==> src/shared/sts_pkg.sv <==
// Purpose: Shared constants and carriers for the safety trailer block.
// Assumes: 100 MHz processing clock.
// Notes:   Bit positions follow the status and control byte layout.
`default_nettype none
package sts_pkg;
	// Status byte bit positions.
	localparam int ST_APPLIED  = 0;
	localparam int ST_FAULT    = 1;
	localparam int ST_CRC      = 2;
	localparam int ST_WD       = 3;
	localparam int ST_SUBST    = 4;
	localparam int ST_TOGGLE   = 5;
	localparam int ST_SEQRST   = 6;
	// Control byte bit positions.
	localparam int CT_UNLOCK   = 0;
	localparam int CT_OPACK    = 1;
	localparam int CT_SEQRST   = 2;
	localparam int CT_WD2      = 3;
	localparam int CT_FORCE    = 4;
	localparam int CT_TOGGLE   = 5;
	localparam int CT_CHACK    = 6;
	// Reset value of the held control byte and its delayed copy.
	localparam logic [7:0] BYTE_RST = 8'h00;
	// Telegram checksum lengths in bytes.
	localparam logic [2:0] CRC_LEN_BASIC = 3'h3;
	localparam logic [2:0] CRC_LEN_EXP   = 3'h4;
	// Highest supported safety class code (none, SIL, SIL1..SIL3).
	localparam logic [2:0] SIL_MAX = 3'h4;
	// Address stored in the device.
	localparam logic [15:0] DEV_ADDR_DEF = 16'h0001;
	// Watchdog timing.
	localparam logic [15:0] WD_TIME_DEF_MS = 16'h007D;
	localparam int CLK_PERIOD_NS = 10;
	localparam int NS_PER_MS     = 1000000;
	localparam int CYC_PER_MS    = NS_PER_MS / CLK_PERIOD_NS;
	// Parameter checksum generator (neutral polynomial).
	localparam logic [31:0] CRC_POLY = 32'h04C11DB7;

	// One received telegram trailer.
	typedef struct packed {
		logic       valid;   // Telegram strobe.
		logic       crc_ok;  // Telegram checksum good.
		logic       current; // Sequence number is current.
		logic [7:0] ctrl;    // Control byte.
	} sts_tlg_t;

	// Fixed safety parameters from the host.
	typedef struct packed {
		logic        has_seed_passiv; // Selects the expanded variant.
		logic [15:0] dest_addr;
		logic [15:0] src_addr;
		logic [2:0]  requested_safety_class;
		logic [15:0] watchdog_period;
		logic [15:0] second_watchdog_period;
		logic        param_checksum_check_option;
		logic [31:0] device_params_checksum;
		logic [31:0] fpar_checksum;
	} sts_fpar_t;
endpackage : sts_pkg
`default_nettype wire

==> src/design/sts_crc.sv <==
// Purpose: Serial checksum over a parameter byte stream.
// Assumes: Bytes arrive one per strobe, last byte flagged.
// Notes:   Result holds until the next stream starts.
`default_nettype none
module sts_crc #(
	parameter logic [31:0] POLY = sts_pkg::CRC_POLY
) (
	input  wire logic        clk_i,
	input  wire logic        rst_n_i,
	input  wire logic        byte_valid_i,
	input  wire logic [7:0]  byte_i,
	input  wire logic        last_i,
	input  wire logic [31:0] expect_i,
	output logic             done_o,
	output logic             ok_o
);
	import sts_pkg::*;
	logic [31:0] crc; // Running remainder.

	// Folds one byte into the remainder, msb first.
	function automatic logic [31:0] step(input logic [31:0] c, input logic [7:0] b);
		logic [31:0] r;
		r = c ^ {b, 24'h0};
		for (int i = 0; i < 8; i++) begin
			r = r[31] ? ((r << 1) ^ POLY) : (r << 1);
		end
		return r;
	endfunction : step

	wire [31:0] next_crc = step(crc, byte_i);

	////////////////////////////////////////////////////////////////
	// A new stream clears the result; the last byte makes the verdict.
	always_ff @(posedge clk_i) begin
		if (!rst_n_i) begin
			crc    <= 32'h0;
			done_o <= 1'b0;
			ok_o   <= 1'b0;
		end else if (byte_valid_i) begin
			crc    <= last_i ? 32'h0 : next_crc;
			done_o <= last_i;
			ok_o   <= last_i && (next_crc == expect_i);
		end
	end
endmodule : sts_crc
`default_nettype wire

==> src/design/sts_trailer.sv <==
// Purpose: Safe control/status byte handling, passivation and checks.
// Assumes: Telegram and fault inputs are on the processing clock.
// Notes:   Status byte bits are flip-flops except bit 7, tied low; bit 1 is picked by variant.
`default_nettype none
// Notes on behaviour
// RULE1: Bit 0 flags applied new parameters.
// RULE2: Basic variant: bit 1 is device fault.
// RULE3: Expanded: bit 1 is pending channel error.
// RULE4: Bit 2 flags telegram checksum error.
// RULE5: Watchdog expiry passivates, sets bit 3.
// RULE6: Passivated outputs zeros, sets bit 4.
// RULE7: Passivate at start-up, errors, faults.
// RULE8: Bit 6 flags counter reset; bit 7 zero.
// RULE9: Control bit 1 acknowledges re-integration.
// RULE10: Control bit 2 resets sequence counter.
// RULE11: Expanded: control bit 3 selects second watchdog.
// RULE12: Control bit 4 forces substitute values.
// RULE13: Expanded: control bit 6 clears channel error.
// RULE14: Host drives bit 7 high in expanded.
// RULE15: Checksum length three or four bytes.
// RULE16: Seed parameters present select expanded variant.
// RULE17: Parameter checksum option is never evaluated.
// RULE18: Requested safety class must be supported.
// RULE19: Destination matches stored address, differs source.
// RULE20: Device parameter checksum is verified.
// RULE21: Safety parameter checksum is verified.
// RULE22: Host picks a sensible watchdog time.
// RULE23: Bit 0 edges unlock and clear status.
// RULE24: Control toggle mirrors into status toggle.
module sts_trailer #(
	parameter int          CYCLES_PER_MS = sts_pkg::CYC_PER_MS,
	parameter logic [15:0] DEV_ADDR      = sts_pkg::DEV_ADDR_DEF,
	parameter int          DATA_W        = 32
) (
	input  wire logic              clk_i,
	input  wire logic              rst_n_i,
	input  wire sts_pkg::sts_tlg_t tlg_i,
	input  wire sts_pkg::sts_fpar_t fpar_i,
	input  wire logic              par_valid_i,
	input  wire logic [7:0]        par_byte_i,
	input  wire logic              par_last_i,
	input  wire logic              par_is_fpar_i,
	input  wire logic              param_applied_i,
	input  wire logic              device_fault_i,
	input  wire logic              channel_error_i,
	input  wire logic              window_exceeded_i,
	input  wire logic              internal_tlg_fault_i,
	input  wire logic [DATA_W-1:0] cyc_data_i,
	output logic [DATA_W-1:0]      data_o,
	output logic [7:0]             safety_status_byte_o,
	output logic                   param_write_ready_o,
	output logic                   expanded_variant_o,
	output logic [2:0]             crc_len_o,
	output logic [15:0]            seq_count_o
);
	import sts_pkg::*;

	////////////////////////////////////////////////////////////////
	// Declarations.
	typedef enum logic [1:0] {S_START, S_RUN, S_PASSIVE} sts_state_t;
	sts_state_t  state;                    // Passivation state.
	sts_state_t  next_state;               // Its next value.
	logic [7:0]  safety_control_byte;      // Last accepted control byte.
	logic [7:0]  ctrl_prev;                // Control byte one cycle ago.
	logic        param_set_applied;        // Status bit 0 flag.
	logic        device_fault_q;           // Registered fault level.
	logic        channel_error_ack_needed; // Pending channel error.
	logic        crc_err;                  // Sticky checksum error.
	logic        telegram_watchdog_expired; // Sticky watchdog flag.
	logic        seq_counter_was_reset;    // Status bit 6 flag.
	logic        substitute_values_active; // Status bit 4 flag.
	logic        wd_fire;                  // Watchdog level.
	logic        devpar_done, devpar_ok;   // Device parameter checksum.
	logic        fpar_done, fpar_ok;       // Safety parameter checksum.

	// Edge finders on the held control byte.
	function automatic logic rose(input logic [7:0] n, input logic [7:0] p, input int b);
		return n[b] & ~p[b];
	endfunction : rose
	function automatic logic fell(input logic [7:0] n, input logic [7:0] p, input int b);
		return ~n[b] & p[b];
	endfunction : fell

	////////////////////////////////////////////////////////////////
	// Decoding.
	wire expanded_variant = fpar_i.has_seed_passiv;         // RULE16
	wire basic_variant    = ~expanded_variant;
	wire good_tlg    = tlg_i.valid & tlg_i.crc_ok & tlg_i.current;
	wire crc_err_evt = tlg_i.valid & ~tlg_i.crc_ok;          // RULE4
	wire unlock_rise = rose(safety_control_byte, ctrl_prev, CT_UNLOCK);
	wire unlock_fall = fell(safety_control_byte, ctrl_prev, CT_UNLOCK);
	wire opack_rise  = rose(safety_control_byte, ctrl_prev, CT_OPACK);
	wire seqrst_rise = rose(safety_control_byte, ctrl_prev, CT_SEQRST);
	wire seqrst_fall = fell(safety_control_byte, ctrl_prev, CT_SEQRST);
	// The acknowledge bit is reserved in the basic variant.
	wire chack_rise  = expanded_variant
		& rose(safety_control_byte, ctrl_prev, CT_CHACK);    // RULE13
	wire force_subst = safety_control_byte[CT_FORCE];        // RULE12
	// Second watchdog time only counts in the expanded variant.
	wire use_wd2     = expanded_variant & safety_control_byte[CT_WD2]; // RULE11
	wire [15:0] wd_period = use_wd2 ? fpar_i.second_watchdog_period
		: fpar_i.watchdog_period;
	// The check option is fixed to no-check, so it is never read here.
	wire addr_ok  = (fpar_i.dest_addr == DEV_ADDR)
		& (fpar_i.src_addr != fpar_i.dest_addr);             // RULE19
	wire sil_ok   = (fpar_i.requested_safety_class <= SIL_MAX); // RULE18
	wire crcs_ok  = devpar_done & devpar_ok & fpar_done & fpar_ok; // RULE20 RULE21
	wire param_ok = addr_ok & sil_ok & crcs_ok; // RULE17
	// Every fault that must drop the channel into substitute values, except the channel error.
	wire fault_evt = crc_err_evt | wd_fire | window_exceeded_i
		| internal_tlg_fault_i | device_fault_i | ~param_ok; // RULE7
	wire passivated = (state != S_RUN) | force_subst
		| channel_error_ack_needed;                          // RULE6 RULE3
	wire reintegrate = (state == S_PASSIVE) & (next_state == S_RUN);

	assign expanded_variant_o = expanded_variant;
	assign crc_len_o = expanded_variant ? CRC_LEN_EXP : CRC_LEN_BASIC; // RULE15

	////////////////////////////////////////////////////////////////
	// Checksum engines over the two parameter streams.
	sts_crc u_ipar_crc (
		.clk_i        (clk_i),
		.rst_n_i      (rst_n_i),
		.byte_valid_i (par_valid_i & ~par_is_fpar_i),
		.byte_i       (par_byte_i),
		.last_i       (par_last_i),
		.expect_i     (fpar_i.device_params_checksum),
		.done_o       (devpar_done),
		.ok_o         (devpar_ok)
	);
	sts_crc u_fpar_crc (
		.clk_i        (clk_i),
		.rst_n_i      (rst_n_i),
		.byte_valid_i (par_valid_i & par_is_fpar_i),
		.byte_i       (par_byte_i),
		.last_i       (par_last_i),
		.expect_i     (fpar_i.fpar_checksum),
		.done_o       (fpar_done),
		.ok_o         (fpar_ok)
	);

	// Watchdog sleeps until a good telegram with good parameters ends start-up.
	sts_watchdog #(.CYCLES_PER_MS(CYCLES_PER_MS)) u_wd (
		.clk_i       (clk_i),
		.rst_n_i     (rst_n_i),
		.en_i        (state != S_START),
		.kick_i      (good_tlg),
		.period_ms_i (wd_period),
		.expired_o   (wd_fire)
	);

	////////////////////////////////////////////////////////////////
	// Passivation sequencer.
	always_comb begin
		next_state = state;
		case (state)
			// Start-up is passive until a good telegram with good parameters.
			S_START: begin
				if (good_tlg && param_ok) begin
					next_state = S_RUN;
				end
			end
			S_RUN: begin
				if (fault_evt) begin
					next_state = S_PASSIVE; // RULE5 RULE7
				end
			end
			// Leaving needs the operator, and no fault may still stand.
			S_PASSIVE: begin
				if (opack_rise && !fault_evt) begin
					next_state = S_RUN; // RULE9
				end
			end
			default: begin
				next_state = S_START;
			end
		endcase
	end

	// State register.
	always_ff @(posedge clk_i) begin
		if (!rst_n_i) begin
			state <= S_START;
		end else begin
			state <= next_state;
		end
	end

	////////////////////////////////////////////////////////////////
	// Control byte capture; only checksum-good telegrams carry commands.
	always_ff @(posedge clk_i) begin
		if (!rst_n_i) begin
			safety_control_byte <= BYTE_RST;
			ctrl_prev           <= BYTE_RST;
		end else begin
			if (tlg_i.valid && tlg_i.crc_ok) begin
				safety_control_byte <= tlg_i.ctrl;
			end
			ctrl_prev <= safety_control_byte;
		end
	end

	////////////////////////////////////////////////////////////////
	// Parameter unlock handshake; the apply event beats the clear.
	always_ff @(posedge clk_i) begin
		if (!rst_n_i) begin
			param_write_ready_o <= 1'b0;
			param_set_applied   <= 1'b0;
		end else begin
			param_write_ready_o <= unlock_rise | (param_write_ready_o & ~unlock_fall); // RULE23
			param_set_applied <= (param_applied_i & param_write_ready_o)
				| (param_set_applied & ~unlock_fall); // RULE1 RULE23
		end
	end

	////////////////////////////////////////////////////////////////
	// Error flags. Each set wins over its clear in the same cycle.
	always_ff @(posedge clk_i) begin
		if (!rst_n_i) begin
			device_fault_q            <= 1'b0;
			channel_error_ack_needed  <= 1'b0;
			crc_err                   <= 1'b0;
			telegram_watchdog_expired <= 1'b0;
		end else begin
			device_fault_q <= device_fault_i; // RULE2
			channel_error_ack_needed <= (expanded_variant & channel_error_i)
				| (channel_error_ack_needed & ~chack_rise); // RULE3 RULE13
			crc_err <= crc_err_evt | (crc_err & ~reintegrate); // RULE4
			telegram_watchdog_expired <= wd_fire
				| (telegram_watchdog_expired & ~reintegrate); // RULE5
		end
	end

	////////////////////////////////////////////////////////////////
	// Virtual sequence counter and its reset report.
	always_ff @(posedge clk_i) begin
		if (!rst_n_i) begin
			seq_count_o           <= 16'h0;
			seq_counter_was_reset <= 1'b0;
		end else begin
			if (seqrst_rise) begin
				seq_count_o <= 16'h0; // RULE10
			end else if (good_tlg) begin
				seq_count_o <= seq_count_o + 16'h1;
			end
			seq_counter_was_reset <= seqrst_rise
				| (seq_counter_was_reset & ~seqrst_fall); // RULE8
		end
	end

	////////////////////////////////////////////////////////////////
	// Data path: zeros replace cyclic values while passive.
	always_ff @(posedge clk_i) begin
		if (!rst_n_i) begin
			data_o                   <= '0;
			substitute_values_active <= 1'b1;
		end else begin
			data_o <= passivated ? '0 : cyc_data_i; // RULE6 RULE12
			substitute_values_active <= passivated; // RULE6
		end
	end

	// Bit 1 meaning depends on the variant; bit 5 echoes the host toggle.
	assign safety_status_byte_o = {
		1'b0,                                        // RULE8
		seq_counter_was_reset,
		ctrl_prev[CT_TOGGLE],                        // RULE24
		substitute_values_active,
		telegram_watchdog_expired,
		crc_err,
		basic_variant ? device_fault_q : channel_error_ack_needed, // RULE2 RULE3
		param_set_applied
	};
endmodule : sts_trailer
`default_nettype wire

==> src/design/sts_watchdog.sv <==
// Purpose: Telegram watchdog counting milliseconds.
// Assumes: Kick comes from logic on the same clock.
// Notes:   A zero period selects the default time.
`default_nettype none
module sts_watchdog #(
	parameter int CYCLES_PER_MS = sts_pkg::CYC_PER_MS
) (
	input  wire logic        clk_i,
	input  wire logic        rst_n_i,
	input  wire logic        en_i,
	input  wire logic        kick_i,
	input  wire logic [15:0] period_ms_i,
	output logic             expired_o
);
	import sts_pkg::*;
	logic [31:0] pre;    // Cycles within the current millisecond.
	logic [15:0] ms;     // Whole milliseconds since the last kick.
	wire         tick   = (pre == 32'(CYCLES_PER_MS - 1));
	wire  [15:0] limit  = (period_ms_i == 16'h0000) ? WD_TIME_DEF_MS : period_ms_i;

	////////////////////////////////////////////////////////////////
	// Counting restarts on every good telegram; expiry holds as a level.
	always_ff @(posedge clk_i) begin
		if (!rst_n_i || kick_i || !en_i) begin
			pre       <= 32'h0;
			ms        <= 16'h0;
			expired_o <= 1'b0;
		end else begin
			pre <= tick ? 32'h0 : pre + 32'h1;
			if (tick && !expired_o) begin
				ms <= ms + 16'h1;
			end
			expired_o <= expired_o | (ms >= limit); // RULE5
		end
	end
endmodule : sts_watchdog
`default_nettype wire

==> config.mk <==
export PLATFORM = sky130hd
export DESIGN_NAME = sts_trailer
export DESIGN_NICKNAME = d
export VERILOG_FILES = /design/src/shared/sts_pkg.sv /design/src/design/sts_crc.sv /design/src/design/sts_trailer.sv /design/src/design/sts_watchdog.sv
export SDC_FILE = /design/constraint.sdc
export NUM_CORES = 1
export LEC_CHECK = 0
export ABC_AREA = 1
export BUFFER_PORTS_ARGS = -buffer_cell sky130_fd_sc_hd__buf_2
export CAP_MARGIN = 20
export CORE_MARGIN = 10
export CORE_UTILIZATION = 25
export CTS_CLUSTER_DIAMETER = 80
export CTS_CLUSTER_SIZE = 30
export DETAILED_ROUTE_END_ITERATION = 16
export GPL_TIMING_DRIVEN = 1
export MAX_ROUTING_LAYER = met4
export RECOVER_POWER = 50
export SLEW_MARGIN = 20
export SYNTH_ARGS = -nofsm -noshare
export SYNTH_HDL_FRONTEND = slang
export SYNTH_SLANG_ARGS = --single-unit
==> constraint.sdc <==
create_clock -name clk_i -period 2.5 [get_ports clk_i]
set_input_delay 0.25 -clock clk_i [delete_from_list [all_inputs] [get_ports clk_i]]
set_output_delay 0.25 -clock clk_i [all_outputs]
set_load 0.02 [all_outputs]
==> results of run 1 <==
## sequential cells by signal, indices dropped and copies added (netlist names)
name,cells
channel_error_ack_needed,1
crc_err,1
ctrl_prev,5
data_o,32
device_fault_q,1
param_set_applied,1
param_write_ready_o,1
safety_control_byte,7
seq_count_o,16
seq_counter_was_reset,1
state,2
substitute_values_active,1
telegram_watchdog_expired,1
u_fpar_crc.crc,32
u_fpar_crc.done_o,1
u_fpar_crc.ok_o,1
u_ipar_crc.crc,32
u_ipar_crc.done_o,1
u_ipar_crc.ok_o,1
u_wd.expired_o,1
u_wd.ms,16
u_wd.pre,32
## synth_stat cells (all sizes together)
cell type / number / area (um^2)
nand2: 823 / 3160
o21ai: 42 / 210
o22ai: 1 / 6.26
nor3: 38 / 215
conb: 1 / 3.75
o211ai: 1 / 7.51
a21oi: 127 / 636
xor2: 19 / 166
dfxtp: 187 / 3740
o221ai: 1 / 8.76
and3: 2 / 12.5
or2: 4 / 25.0
buf: 17 / 113
xnor2: 20 / 175
ha: 19 / 238
clkbuf: 28 / 105
nor2: 160 / 608
nor3b: 11 / 82.6
and2: 1 / 6.26
nand4: 41 / 257
o21a: 7 / 52.6
mux2i: 10 / 100
a211oi: 1 / 7.51
a31oi: 1 / 6.26
o31ai: 1 / 7.51
xnor3: 1 / 22.5
o2111ai: 1 / 8.76
nand3: 179 / 896
nor4: 13 / 93.8
inv: 276 / 1040
nand3b: 34 / 255
## path summary, 6_finish.rpt
check                                            start                endpoint  cells after the start
worst min-delay path                          tlg_i[6]  safety_control_byte[6]                      3
worst min register to register  safety_control_byte[6]            ctrl_prev[6]                      2
worst max register to register  safety_control_byte[3]          u_wd.expired_o                     15
worst max-delay path            safety_control_byte[3]          u_wd.expired_o                     15
## logic make-up after synthesis
group / synth area share (%)
compound gates: 7.75
xor+xnor: 2.97
fa+ha+maj: 1.94
buf+inv: 10.2
flops: 30.5
mux: 0.816
other cells: 0.0306
simple gates: 45.8
## critical path: stages (launching register included)
cell and delay [ps]:
dfxtp_2 330, nand2_2 70, buf_6 130, buf_8 150
mux2i_4 240, nand4_1 170, nor4_4 350, buf_4 180
nor2_1 40, ha_1 280, nand4_1 160, o221ai_2 120
nand2_1 60, o2111ai_1 90, o21ai_1 130, inv_1 40
## layer usage
| layer | share of wire [%] | GRT usage, % | wire length [um] |
|---|---|---|---|
| met1 | 46 | 18.0 | 19400 |
| met2 | 47 | 23.7 | 19700 |
| met3 | 6.0 | 3.21 | 2520 |
| met4 | 1.8 | 4.21 | 746 |
| met5 | 0 | - | 0 |
## power groups by stage
stage | logic, mW | registers, mW | clock network [mW]
detailed placement | 1.83 | 3.16 | 0
CTS | 1.89 | 3.09 | 3.12
floorplan | 1.17 | 3.15 | 0
finish | 1.93 | 3.09 | 2.99
global placement | 1.82 | 3.16 | 0
global route | 2.17 | 3.10 | 3.20
## repair_timing
item | in CTS | in global routing
cloned | 0 | 0
resized for setup | 11 | 29
setup endpoints to repair | 1 | 5
endpoints found under the hold margin | 38 | 0
pin swaps | 3 | 3
hold buffers | 38 | 0
buffers inserted | 1 | 0
## cell type report
cell class | count | area (um^2)
Clock inverter | 14 | 198
Tap cell | 664 | 831
Multi-Input combinational cell | 1559 | 7420
Clock buffer | 18 | 439
Fill cell | 5406 | 33000
Antenna cell | 1 | 2.50
Inverter | 276 | 1040
Timing Repair Buffer | 361 | 2120
Sequential cell | 187 | 3750
==> summary.md, run 1 <==
| Metric | Value |
|---|---|
| WP data required | 2890 ps |
| Area added between synthesis and finish | 28.8% |
| RSZ-0062 raised after global routing | yes |
| Initial standard-cell utilization of the core | 25.2% |
| Worst Tran Pin Value | 1700 ps |
| Count of port buffers added during placement | 251 |
| Final min period | 2660 ps |
| Pre-CTS setup slack | -219 ps |
| Data arrival, critical path | 3050 ps |
| Number of buffers created by CTS | 17 |
| Register bit count reported by yosys | 187 |
| Final ANT Viol Nets | 0 |
| Fmax | 376 MHz |
| Residual DRC count | 0 |
| Fraction of the yosys area taken by sequential cells | 30.5% |
| Power density over cell area | 507 mW/mm^2 |
| Layout net count | 2615 |
| Worst Hold Slack | 42.0 ps |
| Worst min-delay path class | input port to flop |
| Die extent in x | 242 um |
| Number of vias per cell | 4.46 |
| Worst slew margin relative to its limit | -13.2% |
| Max-capacitance violation count | 1 |
| Crit share post-route | 106% |
| Core Region | 0.0487 mm^2 |
| # placed instances | 3008 |
| Ratio of cells with drive above 1 in the final layout | 15.1% |
| Maximum clock skew at final layout | 22.2 ps |
| Part of the total power dissipated in sequential elements | 38.6% |
| Final Util | 32.4% |
| Root buffer cell | clkbuf_16 |
| Leading cell type in the layout, fill and taps excluded | nand2_1 |
| H-tree depth reported by CTS | 4 |
| Post-route cell area | 0.0158 mm^2 |
| Routed wire length per instance | 13.7 um |
| Post-route non-filler standard cell count | 3080 |
| Row count | 81 |
| Starting DRT DRC Count | 1115 |
| Number of warning messages in the yosys log | 0 |
| Count of mapped cells out of synthesis | 2067 |
| I/O Pins | 255 |
| Placer congestion estimate | 0.902 |
| Top library cells by usage in the layout, fill and taps aside | 794 x nand2_1, 261 x inv_1, 193 x buf_2, 185 x dfxtp_1, 179 x nand3_1 |
| Number of antenna violations at the first check in global routing | 0 |
| Skew-Pair Late Insertion Delay | 500 ps |
| Netlist area before placement | 0.0123 mm^2 |
| Final worst-path setup slack | -161 ps |
| Critical Path Fanout Max | 6 |
| Worst-path clk slew | 80 ps |
| Clock network fraction of design power | 37.3% |
| Kind of start point of the critical path | flop |
| Post-Place Cell Area | 0.0147 mm^2 |
| Final hold violation count | 0 |
| Finish-stage setup viols | 1 |
| Distinct cells, synth | 40 |
| Total power of the final layout | 8.01 mW |
| Final number of max-transition violations | 35 |
| VDD IR-drop max | 0.525 mV |
| Flop-to-flop setup slack | -160 ps |
| HPWL after DPL | 33.1 mm |
| Power Internal | 5.25 mW |
| Fraction of power consumed by combinational cells | 24.1% |
| Die Footprint | 0.0583 mm^2 |
| Number of vias after detailed routing | 13700 |
| WS Path Type | flop to flop |
| Number of iterations in the first detailed-routing pass | 6 |
| Number of clock sinks seen by CTS | 187 |
| Leakage power | 7.39 nW |
| Largest net degree at the start of global routing | 48 |
| Final total negative setup slack | -161 ps |
| Net switching fraction of the power | 34.4% |
| Synthesized area per cell | 5.93 um^2 |
| Status | finished, violations left |
| Synthesized net count | 2280 |
| Total global routing track utilization | 14.7% |
| First-pass GRT wire length | 67.7 mm |
| Setup crit end kind | flop |
| Worst-case clock buffer depth | 2 |
| Height of the chip | 242 um |
| Clock tree from TritonCTS | yes |
| Number of global-route vias before repair | 12800 |
| Net switching power figure | 2.75 mW |
| Total overflow reported by the global router | 0 |
| Violated checks | capacitance limit, slew limit, setup timing |
| WL final | 42.3 mm |
Note: power is estimated with default switching activity, not from simulation.
==> inputs of run 2 (changes only) <==
- CORE_ASPECT_RATIO: default -> 1.2
==> summary.md, run 2 (synthesis gave the netlist of run 1 again) <==
| Metric | Value |
|---|---|
| Status | finished, violations left |
| Violated checks | setup timing |
| Worst Tran Pin Value | 997 ps |
| WP data required | 2850 ps |
| Root buffer cell | clkbuf_16 |
| Worst path max stage delay | 340 ps |
| Final ANT Viol Nets | 0 |
| Crit share post-route | 103% |
| Critical Path Fanout Max | 10 |
| WS Path Type | flop to flop |
| Number of iterations in the first detailed-routing pass | 6 |
| Series of cell instances along the critical path | nand2_4 > buf_12 > mux2i_4 > nand4_1 > nor4_4 > buf_4 > nor2_1 > ha_1 > nand2_1 > o21a_1 > o221ai_1 > nand2_1 > o2111ai_2 > o21ai_1 > inv_1 |
| Count of fill cells added during filler insertion | 5290 |
| First-pass GRT wire length | 69.3 mm |
| Number of clock sinks seen by CTS | 187 |
| Count of port buffers added during placement | 251 |
| Crit-path leading delay family | simple AND/OR/NAND/NOR gates |
| Number of buffers created by CTS | 17 |
| Total power of the final layout | 7.85 mW |
| Starting DRT DRC Count | 804 |
| I/O Pins | 255 |
| Core Region | 0.0483 mm^2 |
| Final Util | 32.7% |
| Flop-to-flop setup slack | -80 ps |
| Total global routing track utilization | 15.2% |
| Power density over cell area | 497 mW/mm^2 |
| Maximum clock skew at final layout | 16.0 ps |
| Worst hold path cell count | 3 |
| HPWL after DPL | 35.4 mm |
| Slowest library cell on the worst path | dfxtp_2 |
| RSZ-0062 raised after global routing | yes |
| Height of the chip | 263 um |
| Worst min-delay path class | input port to flop |
| Number of antenna violations at the first check in global routing | 5 |
| Data arrival, critical path | 2940 ps |
| Worst-case clock buffer depth | 2 |
| Total overflow reported by the global router | 0 |
| WL final | 44.3 mm |
| Area added between synthesis and finish | 28.7% |
| Number of cells on the critical path | 15 |
| Finish-stage setup viols | 1 |
| Worst-path clk slew | 80 ps |
| Layout net count | 2612 |
| Number of vias per cell | 4.53 |
| Post-CTS Setup Bufs | 0 |
| # placed instances | 2976 |
| Initial standard-cell utilization of the core | 25.4% |
| Die Footprint | 0.0584 mm^2 |
| Area occupied by multi-input gates | 0.00738 mm^2 |
| Buffers and inverters on the worst path | 3 |
| Final total negative setup slack | -84.0 ps |
| Number of global-route vias before repair | 13000 |
| Final hold violation count | 0 |
| Row count | 88 |
| Clock tree from TritonCTS | yes |
| Sequential cell area in the final layout | 0.00375 mm^2 |
| Most common cell type on the critical path | nand2_1 |
| Placer congestion estimate | 0.895 |
| VDD IR-drop max | 0.455 mV |
| Final min period | 2580 ps |
| R2R cell count | 15 |
| Final worst-path setup slack | -84.0 ps |
| Leading cell type in the layout, fill and taps excluded | nand2_1 |
| Post-route non-filler standard cell count | 3047 |
| Routed wire length per instance | 14.5 um |
| Worst slew margin relative to its limit | 33.5% |
| Final number of max-transition violations | 0 |
| Number of vias after detailed routing | 13800 |
| Largest net degree at the start of global routing | 76 |
| Ratio of cells with drive above 1 in the final layout | 17.6% |
| Top library cells by usage in the layout, fill and taps aside | 799 x nand2_1, 260 x inv_1, 250 x buf_2, 185 x dfxtp_1, 179 x nand3_1 |
| Die extent in x | 222 um |
| Max-capacitance violation count | 0 |
| Setup crit end kind | flop |
| Fmax | 387 MHz |
| Skew-Pair Late Insertion Delay | 460 ps |
| Kind of start point of the critical path | flop |
| H-tree depth reported by CTS | 4 |
| Residual DRC count | 0 |
| Leakage power | 7.63 nW |
run 2: repair_timing:
action / CTS / global route
resized for setup: 7 / 24
gates cloned: 0 / 1
endpoints found under the setup margin: 1 / 14
hold endpoints to repair: 33 / 0
hold buffers: 33 / 0
pin swaps: 1 / 2
run 2: final cells by class:
type / count / area share [%]
diodes: 5 / 0.0792
clock buffers: 17 / 2.69
clock inverters: 15 / 1.20
inverters: 276 / 6.56
multi-input cells: 1559 / 46.8
flip-flops and latches: 187 / 23.7
well taps: 630 / 4.99
repair buffers: 358 / 14.0
run 2: through the flow:
stage / hold WS [ps] / area [um^2] / setup slack, ps
3_5_place_dp: 417 / 14700 / -141
4_1_cts: 7.34 / 15700 / -106
6_report: 46.4 / 15800 / -84.0
2_1_floorplan: 343 / 12300 / 43.5
3_3_place_gp: 411 / 14700 / -109
5_1_grt: 35.5 / 15800 / -271
run 2: worst paths after layout:
kind | startpoint | to
worst max-delay path | safety_control_byte[3] | u_wd.expired_o
worst max register to register | safety_control_byte[3] | u_wd.expired_o
worst min-delay path | param_applied_i | param_set_applied
worst min register to register | safety_control_byte[1] | ctrl_prev[1]
run 2: power breakdown:
part / internal, mW / leakage, nW / total (mW) / switching [mW]
combinational: 0.721 / 5.82 / 1.91 / 1.19
sequential: 3.04 / 1.51 / 3.09 / 0.0482
clock: 1.37 / 0.297 / 2.85 / 1.48
run 2: per-layer routing:
layer | up-vias | global-route usage, % | wire length [um]
met5 | - | - | 0
met4 | 0 | 5.73 | 1230
met3 | 66 | 2.92 | 2360
met2 | 381 | 25.6 | 21800
met1 | 6138 | 17.5 | 18900
li1 | 7211 | - | -
run 2: worst register-to-register path: cells and delay by family (launching register included):
kind            cells  cell delay, ps
simple gates        6             790
compound gates      4             460
buf+inv             3             380
flops               1             340
fa+ha+maj           1             260
mux                 1             240
